File: config.mk
export PLATFORM = sky130hd
export DESIGN_NAME = spc_protect
export DESIGN_NICKNAME = d
export VERILOG_FILES = /design/src/core/spc_protect.v
export VERILOG_INCLUDE_DIRS = /design/src /design/src/core
export SDC_FILE = /design/constraint.sdc
export NUM_CORES = 1
export LEC_CHECK = 0
export BUFFER_PORTS_ARGS = -buffer_cell sky130_fd_sc_hd__buf_2
export CAP_MARGIN = 20
export CELL_PAD_IN_SITES_DETAIL_PLACEMENT = 2
export CELL_PAD_IN_SITES_GLOBAL_PLACEMENT = 2
export CORE_UTILIZATION = 32
export DETAILED_ROUTE_END_ITERATION = 10
export PLACE_DENSITY_LB_ADDON = 0.1
export SYNTH_ARGS = -nofsm -noshare
export SYNTH_HDL_FRONTEND = slang
export SYNTH_SLANG_ARGS = --single-unit
export TNS_END_PERCENT = 5
File: constraint.sdc
create_clock -name clk_sys -period 4.8 [get_ports clk_sys]
set_clock_uncertainty 0.05 [all_clocks]
set_input_delay 0.96 -clock clk_sys [delete_from_list [all_inputs] [get_ports clk_sys]]
set_output_delay 0.96 -clock clk_sys [all_outputs]
set_load 0.05 [all_outputs]
File: src/core/spc_consts.vh
// constants for the sector protection control block
`ifndef SPC_CONSTS_VH
`define SPC_CONSTS_VH
`define SPC_PREFIX_B0 8'h3D
`define SPC_PREFIX_B1 8'h2A
`define SPC_PREFIX_B2 8'h7F
`define SPC_OP_ERASE 8'hCF
`define SPC_OP_PROG 8'hFC
`define SPC_OP_ENABLE 8'hA9
`define SPC_OP_DISABLE 8'h9A
`define SPC_MAP_RESET 64'h0000_0000_0000_0000
`define SPC_MAP_ERASED 64'hFFFF_FFFF_FFFF_FFFF
`define SPC_BYTE_ON 8'hFF
`define SPC_SUB0A_HI 7
`define SPC_SUB0A_LO 6
`define SPC_SUB0B_HI 5
`define SPC_SUB0B_LO 4
`define SPC_CLK_MHZ 125
`define SPC_ERASE_TIME_US 100
`define SPC_PROG_TIME_US 100
`define SPC_WPE_DELAY_NS 1000
`define SPC_WPD_DELAY_NS 1000
`define SPC_WP_FILTER_NS 200
`endif

File: src/core/spc_protect.v
// sector protection control: spi command decode, wp filter, map store
`timescale 1ns/1ps
`include "spc_consts.vh"

// how a frame is handled:
// - the host pulls chip select low, clocks the three prefix bytes and an
//   opcode msb first, optionally data bytes, then releases chip select
// - every pin is resampled on clk_sys, so a link clock edge is seen about
//   three system clocks late; the link clock must stay below an eighth of
//   clk_sys, which an 80 ns period meets
// - no command is acted on until chip select rises, so a frame cut inside
//   its first four bytes leaves the byte counter short and is dropped with no side effect
// - erase, enable and disable need exactly four bytes; program takes the
//   opcode plus data, and data past eight bytes wraps to map byte zero
// - program data lands in buffer 1 as it arrives, so buffer 1 is lost even
//   if the program is refused at chip select rise
// - erase and program are self timed; a frame sent meanwhile is shifted in
//   and its command dropped, but program data in it still overwrites buffer 1,
//   which a running program then writes to the map, so the host has to watch
//   busy before the next one
// - the timer counts system clocks, so its length scales with clk_sys
// write protect pin:
// - filtered against glitches, then forces protection on for every sector
//   the map marks, and keeps erase and program from starting, so only one already running can change the map
// - it never writes the software flag, so releasing the pin falls back to
//   whatever the enable and disable commands left there
// limitations:
// - the map is held in flops; keeping it across power loss is up to the
//   cell array outside this block
// - an invalid map byte simply reads as unprotected

module spc_protect #(
    parameter ERASE_CYCLES = `SPC_ERASE_TIME_US * `SPC_CLK_MHZ,
    parameter PROG_CYCLES = `SPC_PROG_TIME_US * `SPC_CLK_MHZ
) (
    input wire clk_sys,
    input wire rst_n,
    input wire spi_sck,
    input wire spi_cs_n,
    input wire spi_si,
    input wire wp_n,
    input wire [2:0] wr_sector,
    input wire wr_page_hi,
    output reg busy_reg,
    output reg prot_enabled_reg,
    output reg sector_locked_reg,
    output reg [63:0] sector_protect_map_reg,
    output reg [63:0] buffer1_reg
);
    // timing budget: 2 clk sync, filter window, 1 clk output flop; the
    // filter window is capped by both wp delays so the pin acts in time
    localparam integer WPE_CYC = (`SPC_WPE_DELAY_NS * `SPC_CLK_MHZ) / 1000;
    localparam integer WPD_CYC = (`SPC_WPD_DELAY_NS * `SPC_CLK_MHZ) / 1000;
    localparam integer FILT_CYC = (`SPC_WP_FILTER_NS * `SPC_CLK_MHZ + 999) / 1000;
    localparam integer FILT_MIN = (FILT_CYC < WPE_CYC) ? FILT_CYC : WPE_CYC;
    localparam integer FILT_LIM = (FILT_MIN < WPD_CYC) ? FILT_MIN : WPD_CYC;
    localparam [1:0] ST_IDLE = 2'd0;
    localparam [1:0] ST_ERASE = 2'd1;
    localparam [1:0] ST_PROG = 2'd2;
    // pend codes after the opcode byte; code 1 also means prefix good so far
    localparam [1:0] PEND_NONE = 2'd0;
    localparam [1:0] PEND_ERASE = 2'd1;
    localparam [1:0] PEND_PROG = 2'd2;
    localparam [1:0] PEND_ENABLE = 2'd3;

    // pin synchroniser stages; the d stages feed the edge detectors
    reg sck_m_reg;
    reg sck_s_reg;
    reg sck_d_reg;
    reg cs_m_reg;
    reg cs_s_reg;
    reg cs_d_reg;
    reg si_m_reg;
    reg si_s_reg;
    reg wp_m_reg;
    reg wp_s_reg;

    reg wp_filt_reg;
    reg [7:0] filt_cnt_reg;
    reg sw_prot_reg;
    reg [7:0] shift_reg;
    reg [2:0] bit_cnt_reg;
    reg [4:0] byte_cnt_reg;
    reg [2:0] ptr_reg;
    reg [1:0] state_reg;
    reg [1:0] pend_reg;
    reg [31:0] timer_reg;
    reg sel_prot;

    // frame decode and map decode nets
    wire sck_rise;
    wire cs_rise;
    wire [7:0] byte_now;
    wire wp_on;
    wire map_wr_ok;
    wire [7:0] sector_prot_vec;
    wire sub0a_prot;
    wire sub0b_prot;
    wire cmd_erase;
    wire cmd_prog;
    wire cmd_enable;
    wire cmd_disable;
    wire timer_done;
    genvar g;

    // two-flop synchronisers for every pin input
    // reset values are the idle pin levels, so no false edge after reset
    // sck and cs keep a third flop for their edge detect
    always @(posedge clk_sys) begin
        if (!rst_n) begin
            sck_m_reg <= 1'b0;
            sck_s_reg <= 1'b0;
            sck_d_reg <= 1'b0;
            cs_m_reg <= 1'b1;
            cs_s_reg <= 1'b1;
            cs_d_reg <= 1'b1;
            si_m_reg <= 1'b0;
            si_s_reg <= 1'b0;
            wp_m_reg <= 1'b1;
            wp_s_reg <= 1'b1;
        end else begin
            sck_m_reg <= spi_sck;
            sck_s_reg <= sck_m_reg;
            sck_d_reg <= sck_s_reg;
            cs_m_reg <= spi_cs_n;
            cs_s_reg <= cs_m_reg;
            cs_d_reg <= cs_s_reg;
            si_m_reg <= spi_si;
            si_s_reg <= si_m_reg;
            wp_m_reg <= wp_n;
            wp_s_reg <= wp_m_reg;
        end
    end

    // edge detect and shifter input, all from second-stage flops
    assign sck_rise = sck_s_reg & ~sck_d_reg & ~cs_s_reg;
    assign cs_rise = cs_s_reg & ~cs_d_reg;
    assign byte_now = {shift_reg[6:0], si_s_reg};
    assign wp_on = ~wp_filt_reg;
    assign map_wr_ok = ~wp_on;

    // wp must hold a new level for the filter window before it counts;
    // window stays well under the enable and disable delays
    // reset value is the released level, so the pin starts unprotected
    always @(posedge clk_sys) begin
        if (!rst_n) begin
            wp_filt_reg <= 1'b1;
            filt_cnt_reg <= 8'h00;
        end else if (wp_s_reg == wp_filt_reg) begin
            filt_cnt_reg <= 8'h00;
        end else if (filt_cnt_reg >= FILT_LIM[7:0]) begin
            wp_filt_reg <= wp_s_reg;
            filt_cnt_reg <= 8'h00;
        end else begin
            filt_cnt_reg <= filt_cnt_reg + 8'h01;
        end
    end

    // command shifter: prefix check, opcode latch, data bytes to buffer 1
    // byte counter saturates so an endless frame cannot wrap back to four
    // and pass for a short command
    always @(posedge clk_sys) begin
        if (!rst_n) begin
            shift_reg <= 8'h00;
            bit_cnt_reg <= 3'd0;
            byte_cnt_reg <= 5'd0;
            ptr_reg <= 3'd0;
            pend_reg <= 2'd0;
            buffer1_reg <= 64'h0000_0000_0000_0000;
        end else if (cs_s_reg) begin
            bit_cnt_reg <= 3'd0;
            byte_cnt_reg <= 5'd0;
            ptr_reg <= 3'd0;
            if (cs_rise)
                pend_reg <= PEND_NONE;
        end else if (sck_rise) begin
            shift_reg <= byte_now;
            bit_cnt_reg <= bit_cnt_reg + 3'd1;
            if (bit_cnt_reg == 3'd7) begin
                if (byte_cnt_reg != 5'd31)
                    byte_cnt_reg <= byte_cnt_reg + 5'd1;
                case (byte_cnt_reg)
                    5'd0: pend_reg <= (byte_now == `SPC_PREFIX_B0) ? 2'd1 : 2'd0;
                    5'd1: if (byte_now != `SPC_PREFIX_B1) pend_reg <= 2'd0;
                    5'd2: if (byte_now != `SPC_PREFIX_B2) pend_reg <= 2'd0;
                    5'd3: begin
                        if (pend_reg != 2'd1)
                            pend_reg <= 2'd0;
                        else if (byte_now == `SPC_OP_ERASE)
                            pend_reg <= 2'd1;
                        else if (byte_now == `SPC_OP_PROG)
                            pend_reg <= 2'd2;
                        else if (byte_now == `SPC_OP_ENABLE)
                            pend_reg <= 2'd3;
                        else if (byte_now == `SPC_OP_DISABLE)
                            pend_reg <= 2'd0; // tracked in dis_pend_reg
                        else
                            pend_reg <= 2'd0;
                    end
                    default: begin
                        if (pend_reg == 2'd2) begin
                            buffer1_reg[ptr_reg*8 +: 8] <= byte_now;
                            ptr_reg <= ptr_reg + 3'd1;
                        end
                    end
                endcase
            end
        end
    end

    // disable opcode tracked apart since pend codes are full;
    // cleared with every deselect like the other frame state
    reg dis_pend_reg;
    always @(posedge clk_sys) begin
        if (!rst_n)
            dis_pend_reg <= 1'b0;
        else if (cs_s_reg)
            dis_pend_reg <= 1'b0;
        else if (sck_rise && bit_cnt_reg == 3'd7 && byte_cnt_reg == 5'd3)
            dis_pend_reg <= (pend_reg == 2'd1) && (byte_now == `SPC_OP_DISABLE);
    end

    // commands act only on chip select rise with the exact byte count;
    // program accepts four bytes or more, short data is the host's risk
    assign cmd_erase = cs_rise && (byte_cnt_reg == 5'd4) && (pend_reg == PEND_ERASE);
    assign cmd_prog = cs_rise && (byte_cnt_reg >= 5'd4) && (pend_reg == PEND_PROG);
    assign cmd_enable = cs_rise && (byte_cnt_reg == 5'd4) && (pend_reg == PEND_ENABLE);
    assign cmd_disable = cs_rise && (byte_cnt_reg == 5'd4) && dis_pend_reg;
    // last count of a self-timed operation
    assign timer_done = (timer_reg <= 32'h0000_0001);

    // software state, map store and self-timed operations
    // enable is taken even under wp: the pin never blocks it
    always @(posedge clk_sys) begin
        if (!rst_n) begin
            sw_prot_reg <= 1'b0;
            sector_protect_map_reg <= `SPC_MAP_RESET;
            state_reg <= ST_IDLE;
            timer_reg <= 32'h0000_0000;
        end else begin
            case (state_reg)
                ST_IDLE: begin
                    // map commands need wp released; the software flag plays
                    // no part in whether erase or program is taken
                    if (cmd_erase && map_wr_ok) begin
                        state_reg <= ST_ERASE;
                        timer_reg <= ERASE_CYCLES;
                    end else if (cmd_prog && map_wr_ok) begin
                        state_reg <= ST_PROG;
                        timer_reg <= PROG_CYCLES;
                    end else if (cmd_enable) begin
                        sw_prot_reg <= 1'b1;
                    end else if (cmd_disable && map_wr_ok) begin
                        sw_prot_reg <= 1'b0;
                    end
                end
                ST_ERASE: begin
                    // commands arriving now fall through unhandled,
                    // so a second erase cannot restart the timer
                    if (timer_done) begin
                        sector_protect_map_reg <= `SPC_MAP_ERASED;
                        state_reg <= ST_IDLE;
                    end else begin
                        timer_reg <= timer_reg - 32'h0000_0001;
                    end
                end
                ST_PROG: begin
                    // buffer 1 already holds the wrapped data bytes
                    if (timer_done) begin
                        sector_protect_map_reg <= buffer1_reg;
                        state_reg <= ST_IDLE;
                    end else begin
                        timer_reg <= timer_reg - 32'h0000_0001;
                    end
                end
                default: state_reg <= ST_IDLE;
            endcase
        end
    end

    // per-sector decode of the map; sectors one to seven need a full ff
    generate
        for (g = 1; g < 8; g = g + 1) begin : gen_sector
            assign sector_prot_vec[g] =
                (sector_protect_map_reg[g*8 +: 8] == `SPC_BYTE_ON);
        end
    endgenerate

    // sector zero splits in two halves; its low nibble is never read
    assign sector_prot_vec[0] = 1'b0;
    assign sub0a_prot = &sector_protect_map_reg[`SPC_SUB0A_HI:`SPC_SUB0A_LO];
    assign sub0b_prot = &sector_protect_map_reg[`SPC_SUB0B_HI:`SPC_SUB0B_LO];

    // lock for the sector under query; an invalid byte just reads unlocked
    always @* begin
        sel_prot = sector_prot_vec[wr_sector];
        if (wr_sector == 3'd0) begin
            if (wr_page_hi)
                sel_prot = sub0b_prot;
            else
                sel_prot = sub0a_prot;
        end
    end

    // registered outputs; wp ors in without touching software state
    // lock uses the same protection term so both outputs move together
    always @(posedge clk_sys) begin
        if (!rst_n) begin
            busy_reg <= 1'b0;
            prot_enabled_reg <= 1'b0;
            sector_locked_reg <= 1'b0;
        end else begin
            busy_reg <= (state_reg != ST_IDLE);
            prot_enabled_reg <= sw_prot_reg | wp_on;
            sector_locked_reg <= (sw_prot_reg | wp_on) & sel_prot;
        end
    end
endmodule

# --- Word-level counts from Yosys, hierarchy flattened ---
# Index checks and enable logic that the tools add are counted.
# W data, S select, Z words.
op_classes:
  addsub: 6
  n_lt_le_gt_ge: 4
  eq_ne: 35
  shifts: 2
  muxes: 30
  bitwise: 14
  n_reduce_logical: 38
op_table:
  columns: ["cell", "n"]
  rows:
  - ["$mux W64", 2]
  - ["$pmux W64 S2", 1]
  - ["$mux W32", 3]
  - ["$eq A8 B8 Y1 const B", 11]
  - ["$bwmux W64", 1]
  - ["$pmux W32 S2", 1]
  - ["$shift A8 B34 Y64 const A", 1]
  - ["$shiftx A8 B34 Y64", 1]
  - ["$neg A6 Y34", 1]
  - ["$le A32 B1 Y1 const B", 1]
  - ["$sub A32 B1 Y32 const B", 1]
  - ["$mux W2", 13]
  - ["$logic_and A1 B1 Y1", 12]
  - ["$reduce_bool A2 Y1", 6]
  - ["$eq A5 B2 Y1 const B", 2]
  - ["$reduce_and A2 Y1", 5]
  - ["$ne A3 B3 Y1 const B", 3]
  - ["$not A1 Y1", 9]
  - ["$reduce_and A3 Y1", 3]
  - ["$add A8 B1 Y8 const B", 1]
  - ["$eq A8 B6 Y1 const B", 1]
  - ["$ge A8 B5 Y1 const B", 1]
  - ["$ne A8 B6 Y1 const B", 1]
  - ["$ne A8 B7 Y1 const B", 1]
  - ["other kinds (29)", 47]
totals:
  ff_bits: 206
  out_inout_bits: 131

# --- Longest topological paths before layout ---
# Gate-level depths: netlist of run 1.
depth:
  word_depth: 9
  depth_mapped: 11
  depth_no_buf: 8

# --- Least setup slack after synthesis of run 1 ---
# Ideal clock, no wire load.
synth_timing:
  path_type: "reg-to-reg"
  startpoint: "register ptr_reg[0]"
  endpoint: "register buffer1_reg[39]"
  setup_time_ps: 128
  arrival_ps: 2196
  path_slack_ps: 2426
  path_stages_with_launch: 9
  path_buffers: 2
  cell_sequence: "dfxtp_1 > clkbuf_1 > inv_1 > ha_1 > clkbuf_1 > nor3_1 > nand2_1 > nand3_1 > o31ai_1"
synth_between:
  elab_chain_cells: 3
synth_lines:
  columns: ["item", "line", "text"]
  rows:
  - ["from (decl)", "spc_protect.v:84", "reg [2:0] ptr_reg;"]
  - ["from (signal assigned)", "spc_protect.v:203", "ptr_reg <= ptr_reg + 3'd1;"]
  - ["$neg A6 Y34 *", "spc_protect.v:202", "buffer1_reg[ptr_reg*8 +: 8] <= byte_now;"]
  - ["$shiftx A8 B34 Y64 / $shift A8 B34 Y64 (equally long branches)", "spc_protect.v:202", null]
  - ["$bwmux W64 *", "spc_protect.v:202", null]
  - ["to (signal, indexed assignment)", "spc_protect.v:202", null]
  - ["to (decl)", "spc_protect.v:48", "output reg [63:0] buffer1_reg"]
# Every way passes the cells marked *; elsewhere a longest branch is shown, timed or not.
# A chain may end at the register's enable or synchronous reset.

# --- Worst setup path in the final report of run 1 ---
layout_timing:
  startpoint: "register timer_reg[16]"
  endpoint: "register sector_protect_map_reg[55]"
layout_between:
  elab_chain_cells: 3
layout_lines:
  columns: ["item", "line", "text"]
  rows:
  - ["from (decl)", "spc_protect.v:87", "reg [31:0] timer_reg;"]
  - ["from (signal assigned)", "spc_protect.v:264", "timer_reg <= timer_reg - 32'h0000_0001;"]
  - ["from (signal assigned)", "spc_protect.v:273", "timer_reg <= timer_reg - 32'h0000_0001;"]
  - ["$le A32 B1 Y1 *", "spc_protect.v:230", "assign timer_done = (timer_reg <= 32'h0000_0001);"]
  - ["$ne A2 B2 Y1 (no source line)", null, null]
  - ["$reduce_and A3 Y1 (no source line) *", null, null]
  - ["to (signal assigned)", "spc_protect.v:237", "sector_protect_map_reg <= `SPC_MAP_RESET;"]
  - ["to (signal assigned)", "spc_protect.v:261", "sector_protect_map_reg <= `SPC_MAP_ERASED;"]
  - ["to (signal assigned)", "spc_protect.v:270", "sector_protect_map_reg <= buffer1_reg;"]
  - ["to (decl)", "spc_protect.v:47", "output reg [63:0] sector_protect_map_reg,"]
# Marked as above.

==> results of run 1 <==
-- placed cells by master (no fill, tap or decap), types with 10 or more instances in the layout --
master,synthesis,final
a21oi_1,29,29
buf_2,9,140
clkbuf_16,0,25
clkbuf_8,0,11
dfxtp_1,206,206
ha_1,21,21
inv_1,18,18
mux2i_1,44,44
nand2_1,83,83
nand3_1,54,54
nand4_1,24,24
nor2_1,128,128
nor3_1,17,17
nor4_1,10,10
o21ai_0,40,40
o22ai_1,65,65
or3_1,12,12
xnor2_1,18,18
xor2_1,13,13
-- through the flow --
stage | hold slack [ns] | cell area [um2] | worst slack, ns
floorplan | 0.3363 | 8343 | 2.426
global placement | 0.3384 | 9235 | 1.427
detailed placement | 0.3469 | 9235 | 1.263
CTS | 0.3624 | 10020 | 1.149
global route | 0.3833 | 10060 | 1.250
finish | 0.3575 | 10060 | 1.455
-- cells by family (layout without fill, tap and decap cells) --
group	Yosys count	in the layout	share of synthesized area [%]
flip-flops	206	206	49.47
AND/OR/NAND/NOR	386	386	22.34
other	1	3	0.04499
adder cells (fa/ha/maj)	21	21	3.152
AO/OA/AOI/OAI	166	166	12.17
XOR/XNOR	31	31	3.257
multiplexers	45	45	5.419
buffers and inverters	74	206	4.143
-- synthesized netlist by cell type, types with 9 or more instances --
library cell  number
nand2_1           83
xnor2_1           18
nand4_1           24
nor2_1           128
o21ai_0           40
buf_2              9
nand3_1           54
or3_1             12
nor4_1            10
inv_1             18
clkbuf_1          34
nor3_1            17
nand2b_1           9
o22ai_1           65
mux2i_1           44
a21oi_1           29
ha_1              21
dfxtp_1          206
xor2_1            13
-- routing by layer --
metal,vias to the layer above,track usage [%]
met2,131,33.88
met1,3691,28.00
li1,3532,-
met5,-,0
met3,34,2.844
met4,0,4.800
-- layout make-up --
type                            count  area share [%]
Sequential cell                   206           41.00
Inverter                           19          0.7090
Multi-Input combinational cell    652           38.59
Timing Repair Buffer              148           7.762
Tap cell                          330           4.105
Clock buffer                       39           7.837
-- power groups by stage --
stage               sequential (W)  combinational, W  clock, W
floorplan                  0.00210          0.000250         0
global placement           0.00189          0.000592         0
detailed placement         0.00189          0.000602         0
CTS                        0.00185          0.000605   0.00186
global route               0.00186          0.000644   0.00192
finish                     0.00185          0.000602   0.00181
-- worst max-delay path, stage by stage (launching register included) --
cell     delay [ns]
dfxtp_1        0.34
or4_1          0.68
nor4_1         0.34
and4_1         0.51
o21a_2         0.40
buf_4          0.57
o22ai_1        0.16
nor2_1         0.14
-- path summary, 6_finish.rpt --
path | end | slack, ns | cells past startpoint
setup / recovery | sector_protect_map_reg[55] | 1.45 | 7
hold / removal | wp_s_reg | 0.36 | 1
setup reg to reg | sector_protect_map_reg[55] | 1.45 | 7
hold reg to reg | wp_s_reg | 0.36 | 1
==> impl_results.md, run 1 <==
* Clock Power Share at 42.4%
* Fin. Hold Viols at 0
* Power share of the sequential group at 43.4%
* Number of synthesized flops with an enable pin at 0
* GP Congestion at 0.7261
* Initial Util at 32.82%
* Final min period at 3.345 ns
* CTS tree: done
* Worst-path clk slew at 0.06 ns
* PwrDens at 423.6 mW/mm2
* Total Die Area at 0.02670 mm2
* Fin util at 39.60%
* Pleak at 4.184 nW
* Antenna violations before repair at 0
* Average vias per placed instance at 5.300
* Met3 routed WL at 963 um
* Syn Area/Cell at 8.963 um2
* Startpoint types: register
* Netlist cell types at 63
* Fmax at 0.2989 GHz
* Status: finished, final reports clean
* Setup CP Type: reg2reg
* Final ANT Viol Nets at 0
* Final HPWL DP at 18,850 um
* Crit path from: timer_reg[16]
* Cells after Synth at 930
* Max cap viols at 0
* RSZ-0062 raised after global routing: false
* Skew-Pair Late Insertion Delay at 0.51 ns
* DRC at 0
* IO Pins at 141
* Synth top area cells: dfxtp_1 (49%), nor2_1 (5.8%), mux2i_1 (5.3%)
* Die Wd at 163.4 um
* Data arrival, critical path at 3.74 ns
* Yosys reg bits at 206
* Chip Height at 163.4 um
* Vias in the first global route at 7,688
* Clock root buffer master: clkbuf_16
* Initial DRT Pass Iterations at 4
* Drt total wl at 27,000 um
* Max VDD drop at 0.2584 mV
* Yosys top cell by area: dfxtp_1
* Vias after detailed routing at 7,388
* Input/output buffers at 140
* Logic pwr share at 14.1%
* Grt ovf at 0
* Final period utilization at 69.69%
* Cts bufs inserted at 24
* Dpl cells at 1,353
* Internal power at 0.003051 W
* Core area at 0.02540 mm2
* Area of the multi-input gates at 0.003881 mm2
* Relative slew slack at 26.83%
* Max Slew Vio Count at 0
* Crit. End Element: register
* Sw Ratio at 28.39%
* Critical path required time at 5.19 ns
* FF-to-FF Start: timer_reg[16]
* Worst Tran Pin Value at 1.089 ns
* Starting DRT DRC Count at 340
* Row cnt at 58
* Hold Startpoint: wp_m_reg
* Top-area cell type share of the netlist area at 49.47%
* Routed len/inst at 19.37 um
* Wire length on met1 at 12,950 um
* Top Layer Used: met4
* Fin nets at 1,082
* Non-Filler Instances at 1,394
* Total Neg Setup Slack at 0 ns
* Total power at 0.004260 W
* Async SR Flop Fraction at 0%
* # Post-CTS Setup Buffers at 0
* Global Route Usage Sum at 20.49%
* Diodes inserted at 0
* # H-tree levels at 1
* Fraction of layout cells with a size suffix above 1 at 19.08%
* Sequential cell area at 0.004124 mm2
* Longest Clk Path Bufs at 3
* Top_reg_cell synth: dfxtp_1
* First-pass GRT wire length at 43,240 um
* Sequential-to-total area share from yosys stat at 49.47%
* Post-Syn Area at 0.008335 mm2
* Num Clock Sinks at 206
* # hold bufs at CTS at 0
* Min-Delay Path Class: reg2reg
* Crit-path max FO at 55
* Post-CTS sizing at 0
* Yosys warns at 0
* P_sw at 0.001210 W
* Final setup vio count at 0
* Area grow syn2layout at 20.67%
* WL met2 at 12,550 um
* Pin count of the biggest net entering global routing at 100
* FILL cells at 2,884
Power figures use the tool's default switching activity.
==> run 2: changes to the inputs <==
==> constraint.sdc (replaced) <==
create_clock -name clk_sys -period 3.47 [get_ports clk_sys]
set_clock_uncertainty 0.05 [all_clocks]
set_input_delay 0.694 -clock clk_sys [delete_from_list [all_inputs] [get_ports clk_sys]]
set_output_delay 0.694 -clock clk_sys [all_outputs]
set_load 0.05 [all_outputs]
==> run 2 against run 1 <==
Against the previous run:
- utilization is 0.22 points higher
- via count shrank 0.20%
- clock power rose by 41%
- wire length increased by 2.3%
- register-to-register slack lost 0.93 ns
- sequential share of layout area fell by 0.23 points
- final cell count rose by 0.79%
- flip-flop and latch count stayed put
- total power increased by 40%
==> impl_results.md, run 2 (same netlist as run 1, synthesis figures left out) <==
* Data arrival, critical path at 3.27 ns (-0.47 ns)
* # hold bufs at CTS at 0 (unchanged)
* Crit-path max FO at 64 (+16%)
* Num Clock Sinks at 206 (unchanged)
* Setup CP Type: reg2reg
* Routed len/inst at 19.65 um (+1.5%)
* Non-Filler Instances at 1,405 (+0.79%)
* Antenna violations before repair at 0 (unchanged)
* Total Die Area at 0.02670 mm2 (unchanged)
* Post-CTS sizing at 0 (unchanged)
* Grt ovf at 0 (unchanged)
* First-pass GRT wire length at 43,390 um (+0.37%)
* Chip Height at 163.4 um (unchanged)
* Setup ws final at 0.5235 ns (-0.9313 ns)
* Pleak at 4.218 nW (+0.80%)
* Initial Util at 32.82% (unchanged)
* IO Pins at 141 (unchanged)
* Fin. Hold Viols at 0 (unchanged)
* WL met2 at 12,890 um (+2.7%)
* Starting DRT DRC Count at 281 (-17%)
* RSZ-0062 raised after global routing: false
* PwrDens at 588.0 mW/mm2 (+39%)
* # Post-CTS Setup Buffers at 0 (unchanged)
* Max Slew Vio Count at 0 (unchanged)
* Max cap viols at 0 (unchanged)
* Fraction of layout cells with a size suffix above 1 at 19.55% (+0.47 points)
* Initial DRT Pass Iterations at 4 (unchanged)
* Vias after detailed routing at 7,373 (-0.20%)
* Final HPWL DP at 19,110 um (+1.4%)
* Critical path required time at 3.79 ns (-1.40 ns)
* Final period utilization at 84.91% (+15 points)
* Met3 routed WL at 974 um (+1.1%)
* # H-tree levels at 1 (unchanged)
* Worst-path clk slew at 0.06 ns (about the same)
* Post-route cell area at 0.01011 mm2 (+0.56%)
* Relative slew slack at 38.89% (+12 points)
* Average vias per placed instance at 5.248 (-0.98%)
* Placed Area at 0.009315 mm2 (+0.87%)
* Worst Tran Pin Value at 0.9124 ns (-0.1768 ns)
* Min-Delay Path Class: in2reg
* Area grow syn2layout at 21.34%
* Crit. End Element: register
* Clock root buffer master: clkbuf_16
* Global Route Usage Sum at 20.77% (+0.28 points)
* GP Congestion at 0.7330 (+0.95%)
* Skew-Pair Late Insertion Delay at 0.51 ns (about the same)
* Startpoint types: register
* Drt total wl at 27,610 um (+2.3%)
* Die Wd at 163.4 um (unchanged)
* DRC at 0 (unchanged)
* Most common cell after layout, fill and taps aside: dfxtp_1
* Longest Clk Path Bufs at 3 (unchanged)
* Wire length on met1 at 13,260 um (+2.4%)
* Fin nets at 1,090 (+0.74%)
* Pin count of the biggest net entering global routing at 65 (-35%)
* Most frequent cells in the layout: dfxtp_1 (206), buf_2 (140), nor2_1 (128)
* Top Layer Used: met4
* Total Neg Setup Slack at 0 ns (unchanged)
* Fmax at 0.3394 GHz (+14%)
* Max VDD drop at 0.2943 mV (+14%)
* Input/output buffers at 140 (unchanged)
* Row cnt at 58 (unchanged)
* Final ANT Viol Nets at 0 (unchanged)
* Final min period at 2.946 ns (-0.3987 ns)
* Core area at 0.02540 mm2 (unchanged)
* Status: finished, final reports clean
* Vias in the first global route at 7,540 (-1.9%)
* Cts bufs inserted at 25 (+4.2%)
* Place WS at 0.6267 ns (-0.6366 ns)
* Final setup vio count at 0 (unchanged)
* CTS tree: done
* Dpl cells at 1,362 (+0.67%)
run 2: changes by cell type in the layout (fill, tap and decap cells not counted), moves of 2 or more:
| cell | delta |
|---|---|
| bufinv_16 | +2 |
| buf_4 | +7 |
| clkinv_2 | +4 |
| clkbuf_8 | -6 |
| clkbuf_1 | +3 |
run 2: layer usage:
metal | vias to the layer above | global-route usage (%)
li1 | 3549 | -
met1 | 3664 | 28.03
met2 | 131 | 35.00
met3 | 29 | 2.590
met4 | 0 | 4.928
met5 | - | 0
run 2: worst max-delay path, cell delays in order, from the launching register on:
cell and delay, ns:
dfxtp_1 0.35, or4_1 0.69, nor4_1 0.37, and4_1 0.50
nand2_2 0.08, buf_4 0.32, o22ai_1 0.28, nor2_1 0.07
run 2: path summary, 6_finish.rpt:
check                                    from                         end  slack [ns]  depth (start not counted)
worst max register to register  timer_reg[16]  sector_protect_map_reg[28]        0.52                          7
worst max-delay path            timer_reg[16]  sector_protect_map_reg[28]        0.52                          7
worst min register to register       cs_m_reg                    cs_s_reg        0.36                          1
worst min-delay path                     wp_n                    wp_m_reg        0.32                          2
run 2: per-stage QoR:
stage	total power [W]	utilization, %	hold slack [ns]
finish	0.005948	39.82	0.3183
global route	0.006193	39.81	0.3027
global placement	0.003437	36.67	0.3390
detailed placement	0.003456	36.67	0.3490
floorplan	0.003252	-	0.3363
CTS	0.006040	39.81	0.3012
run 2: final cells by class:
class / count / area [um2]
Multi-Input combinational cell: 652 / 3881
Tap cell: 330 / 412.9
Sequential cell: 206 / 4124
Fill cell: 2868 / 15280
Clock buffer: 36 / 716.9
Clock inverter: 6 / 80.08
Inverter: 19 / 71.32
Antenna cell: 1 / 2.502
Timing Repair Buffer: 155 / 825.8
run 2: report_power, final:
group / total, W / switching (W) / internal [W]
Sequential: 0.00256 / 0.0000854 / 0.00247
Clock: 0.00255 / 0.000981 / 0.00157
Combinational: 0.000840 / 0.000620 / 0.000220
==> run 3: changes to the inputs <==
==> constraint.sdc (replaced) <==
create_clock -name clk_sys -period 2.9 [get_ports clk_sys]
set_clock_uncertainty 0.05 [all_clocks]
set_input_delay 0.58 -clock clk_sys [delete_from_list [all_inputs] [get_ports clk_sys]]
set_output_delay 0.58 -clock clk_sys [all_outputs]
set_load 0.05 [all_outputs]
==> run 3 against run 2 <==
Against the previous run:
- sequential share of layout area down 0.80 points
- final cell count up 1.4%
- count of clock-buffer cells in the layout unchanged
- register-to-register slack worse by 0.25 ns
- setup slack worse by 0.25 ns
- critical endpoint is now timer_reg[11]
==> impl_results.md, run 3 (same netlist as run 1, synthesis figures left out) <==
* Status: finished, final reports clean
* IO Pins at 141 (unchanged)
* Row cnt at 58 (unchanged)
* Pin count of the biggest net entering global routing at 89 (+37%)
* DRC at 0 (unchanged)
* Critical path required time at 3.29 ns (-0.50 ns)
* First-pass GRT wire length at 44,010 um (+1.4%)
* Crit. End Element: register
* Skew-Pair Late Insertion Delay at 0.52 ns (about the same)
* Worst Tran Pin Value at 0.7000 ns (-0.2125 ns)
* Final ANT Viol Nets at 0 (unchanged)
* Flop2flop setup slack at 0.28 ns (-0.25 ns)
* Longest Clk Path Bufs at 3 (unchanged)
* Most frequent cells in the layout: dfxtp_1 (206), buf_2 (140), nor2_1 (128)
* Clock root buffer master: clkbuf_16
* Chip Height at 163.4 um (unchanged)
* Total Die Area at 0.02670 mm2 (unchanged)
* Area grow syn2layout at 23.78%
* Hold depth at 2 (unchanged)
* Routed len/inst at 19.63 um (-0.12%)
* Initial Util at 32.82% (unchanged)
* Grt ovf at 0 (unchanged)
* Worst-path clk slew at 0.05 ns (about the same)
* Global Route Usage Sum at 21.02% (+0.25 points)
* Core area at 0.02540 mm2 (unchanged)
* Fraction of layout cells with a size suffix above 1 at 21.30% (+1.7 points)
* Setup CP Type: reg2reg
* Fmax at 0.3813 GHz (+12%)
* Initial DRT Pass Iterations at 4 (unchanged)
* # hold bufs at CTS at 0 (unchanged)
* Pleak at 4.343 nW (+3.0%)
* PwrDens at 692.4 mW/mm2 (+18%)
* Drt total wl at 27,950 um (+1.2%)
* Crit path cell chain: inv_1 > ha_1 > and4bb_2 > a22oi_1 > o22a_1 > a211oi_1 > nor4b_1 > mux2i_1
* Total Neg Setup Slack at 0 ns (unchanged)
* Final min period at 2.623 ns (-0.3237 ns)
* GP Congestion at 0.7470 (+1.9%)
* Fin nets at 1,109 (+1.7%)
* CTS tree: done
* FILL cells at 2,855 (-0.45%)
* FF-to-FF Start: byte_cnt_reg[0]
* Startpoint types: register
* Post-CTS sizing at 0 (unchanged)
* RSZ-0062 raised after global routing: false
* Max VDD drop at 0.3425 mV (+16%)
* Hold Startpoint: spi_cs_n
* R2R cell count at 8 (+1)
* Max cap viols at 0 (unchanged)
* Slowest-stage cell, CP: nor4b_1
* Input/output buffers at 140 (unchanged)
* Die Wd at 163.4 um (unchanged)
* Crit-path max FO at 10 (-84%)
* Fin. Hold Viols at 0 (unchanged)
* Vias after detailed routing at 7,446 (+0.99%)
* # H-tree levels at 1 (unchanged)
* Vias in the first global route at 7,683 (+1.9%)
* Starting DRT DRC Count at 297 (+5.7%)
* Average vias per placed instance at 5.229 (-0.36%)
* Data arrival, critical path at 3.01 ns (-0.26 ns)
* Cts bufs inserted at 24 (-4.0%)
* # Post-CTS Setup Buffers at 0 (unchanged)
* Final period utilization at 90.44% (+5.5 points)
* Worst Hold End: cs_m_reg
* Crit Reg-Reg Endpoint: timer_reg[11]
* Most common cell after layout, fill and taps aside: dfxtp_1
* Max Slew Vio Count at 0 (unchanged)
* Min-Delay Path Class: in2reg
* Diodes inserted at 0 (-1)
* Worst path max stage delay at 0.43 ns (-0.26 ns)
* Final HPWL DP at 19,690 um (+3.0%)
* Antenna violations before repair at 0 (unchanged)
* Relative slew slack at 52.90% (+14 points)
* Final setup vio count at 0 (unchanged)
* Worst hold slack at 0.1997 ns (-0.1186 ns)
* Total power at 0.007144 W (+20%)
* Num Clock Sinks at 206 (unchanged)
-- run 3: cell types whose count changed in the layout (fill, tap and decap cells not counted) --
cell,change
clkbuf_8,+4
buf_12,+4
bufinv_16,-1
diode_2,-1
clkbuf_16,-1
buf_4,+16
clkinv_8,+1
clkbuf_1,-3
-- run 3: per-layer routing --
layer	track usage (%)	vias up	part of all wire, %
li1	-	3585	-
met1	29.30	3684	48
met2	34.44	138	47
met3	2.514	39	3.7
met4	4.800	0	1.7
met5	0	-	0
-- run 3: stage by stage --
step / instance area, um2 / worst slack [ns] / util [%] / cells
6_report: 10320 / 0.2772 / 40.62 / 1424
5_1_grt: 10320 / 0.04624 / 40.62 / 1424
4_1_cts: 10320 / 0.2666 / 40.62 / 1424
3_5_place_dp: 9515 / 0.2817 / 37.46 / 1382
3_3_place_gp: 9515 / 0.3866 / 37.46 / 1382
2_1_floorplan: 8343 / 0.5256 / - / 932
-- run 3: critical path: cells and delay by family (launching register included) --
family	cells	cell delay [ns]
multiplexers	1	0.23
AND/OR/NAND/NOR	2	0.71
buffers and inverters	1	0.10
adder cells (fa/ha/maj)	1	0.17
AO/OA/AOI/OAI	3	0.94
flip-flops	1	0.36
-- run 3: worst max path at each step --
stage | end | start | slack [ns]
6_report | timer_reg[11] | byte_cnt_reg[0] | 0.28
5_1_grt | buffer1_reg[19] | byte_cnt_reg[1] | 0.05
4_1_cts | buffer1_reg[19] | byte_cnt_reg[0] | 0.27
3_5_place_dp | buffer1_reg[30] | byte_cnt_reg[0] | 0.28
3_3_place_gp | timer_reg[11] | timer_reg[0] | 0.39
2_1_floorplan | buffer1_reg[39] | ptr_reg[0] | 0.53
-- run 3: power breakdown --
group | switching, W | internal, W | total (W)
Sequential | 0.000106 | 0.00296 | 0.00307
Combinational | 0.000749 | 0.000292 | 0.00104
Clock | 0.00120 | 0.00183 | 0.00304
Total | 0.00206 | 0.00508 | 0.00714
-- run 3: area by class of cell --
class / instances / area, um2 / area share (%)
repair buffers: 175 / 1026 / 9.944
well taps: 330 / 412.9 / 4.002
clock buffers: 36 / 735.7 / 7.131
flip-flops and latches: 206 / 4124 / 39.97
clock inverters: 6 / 66.31 / 0.6427
multi-input cells: 652 / 3881 / 37.62
inverters: 19 / 71.32 / 0.6912
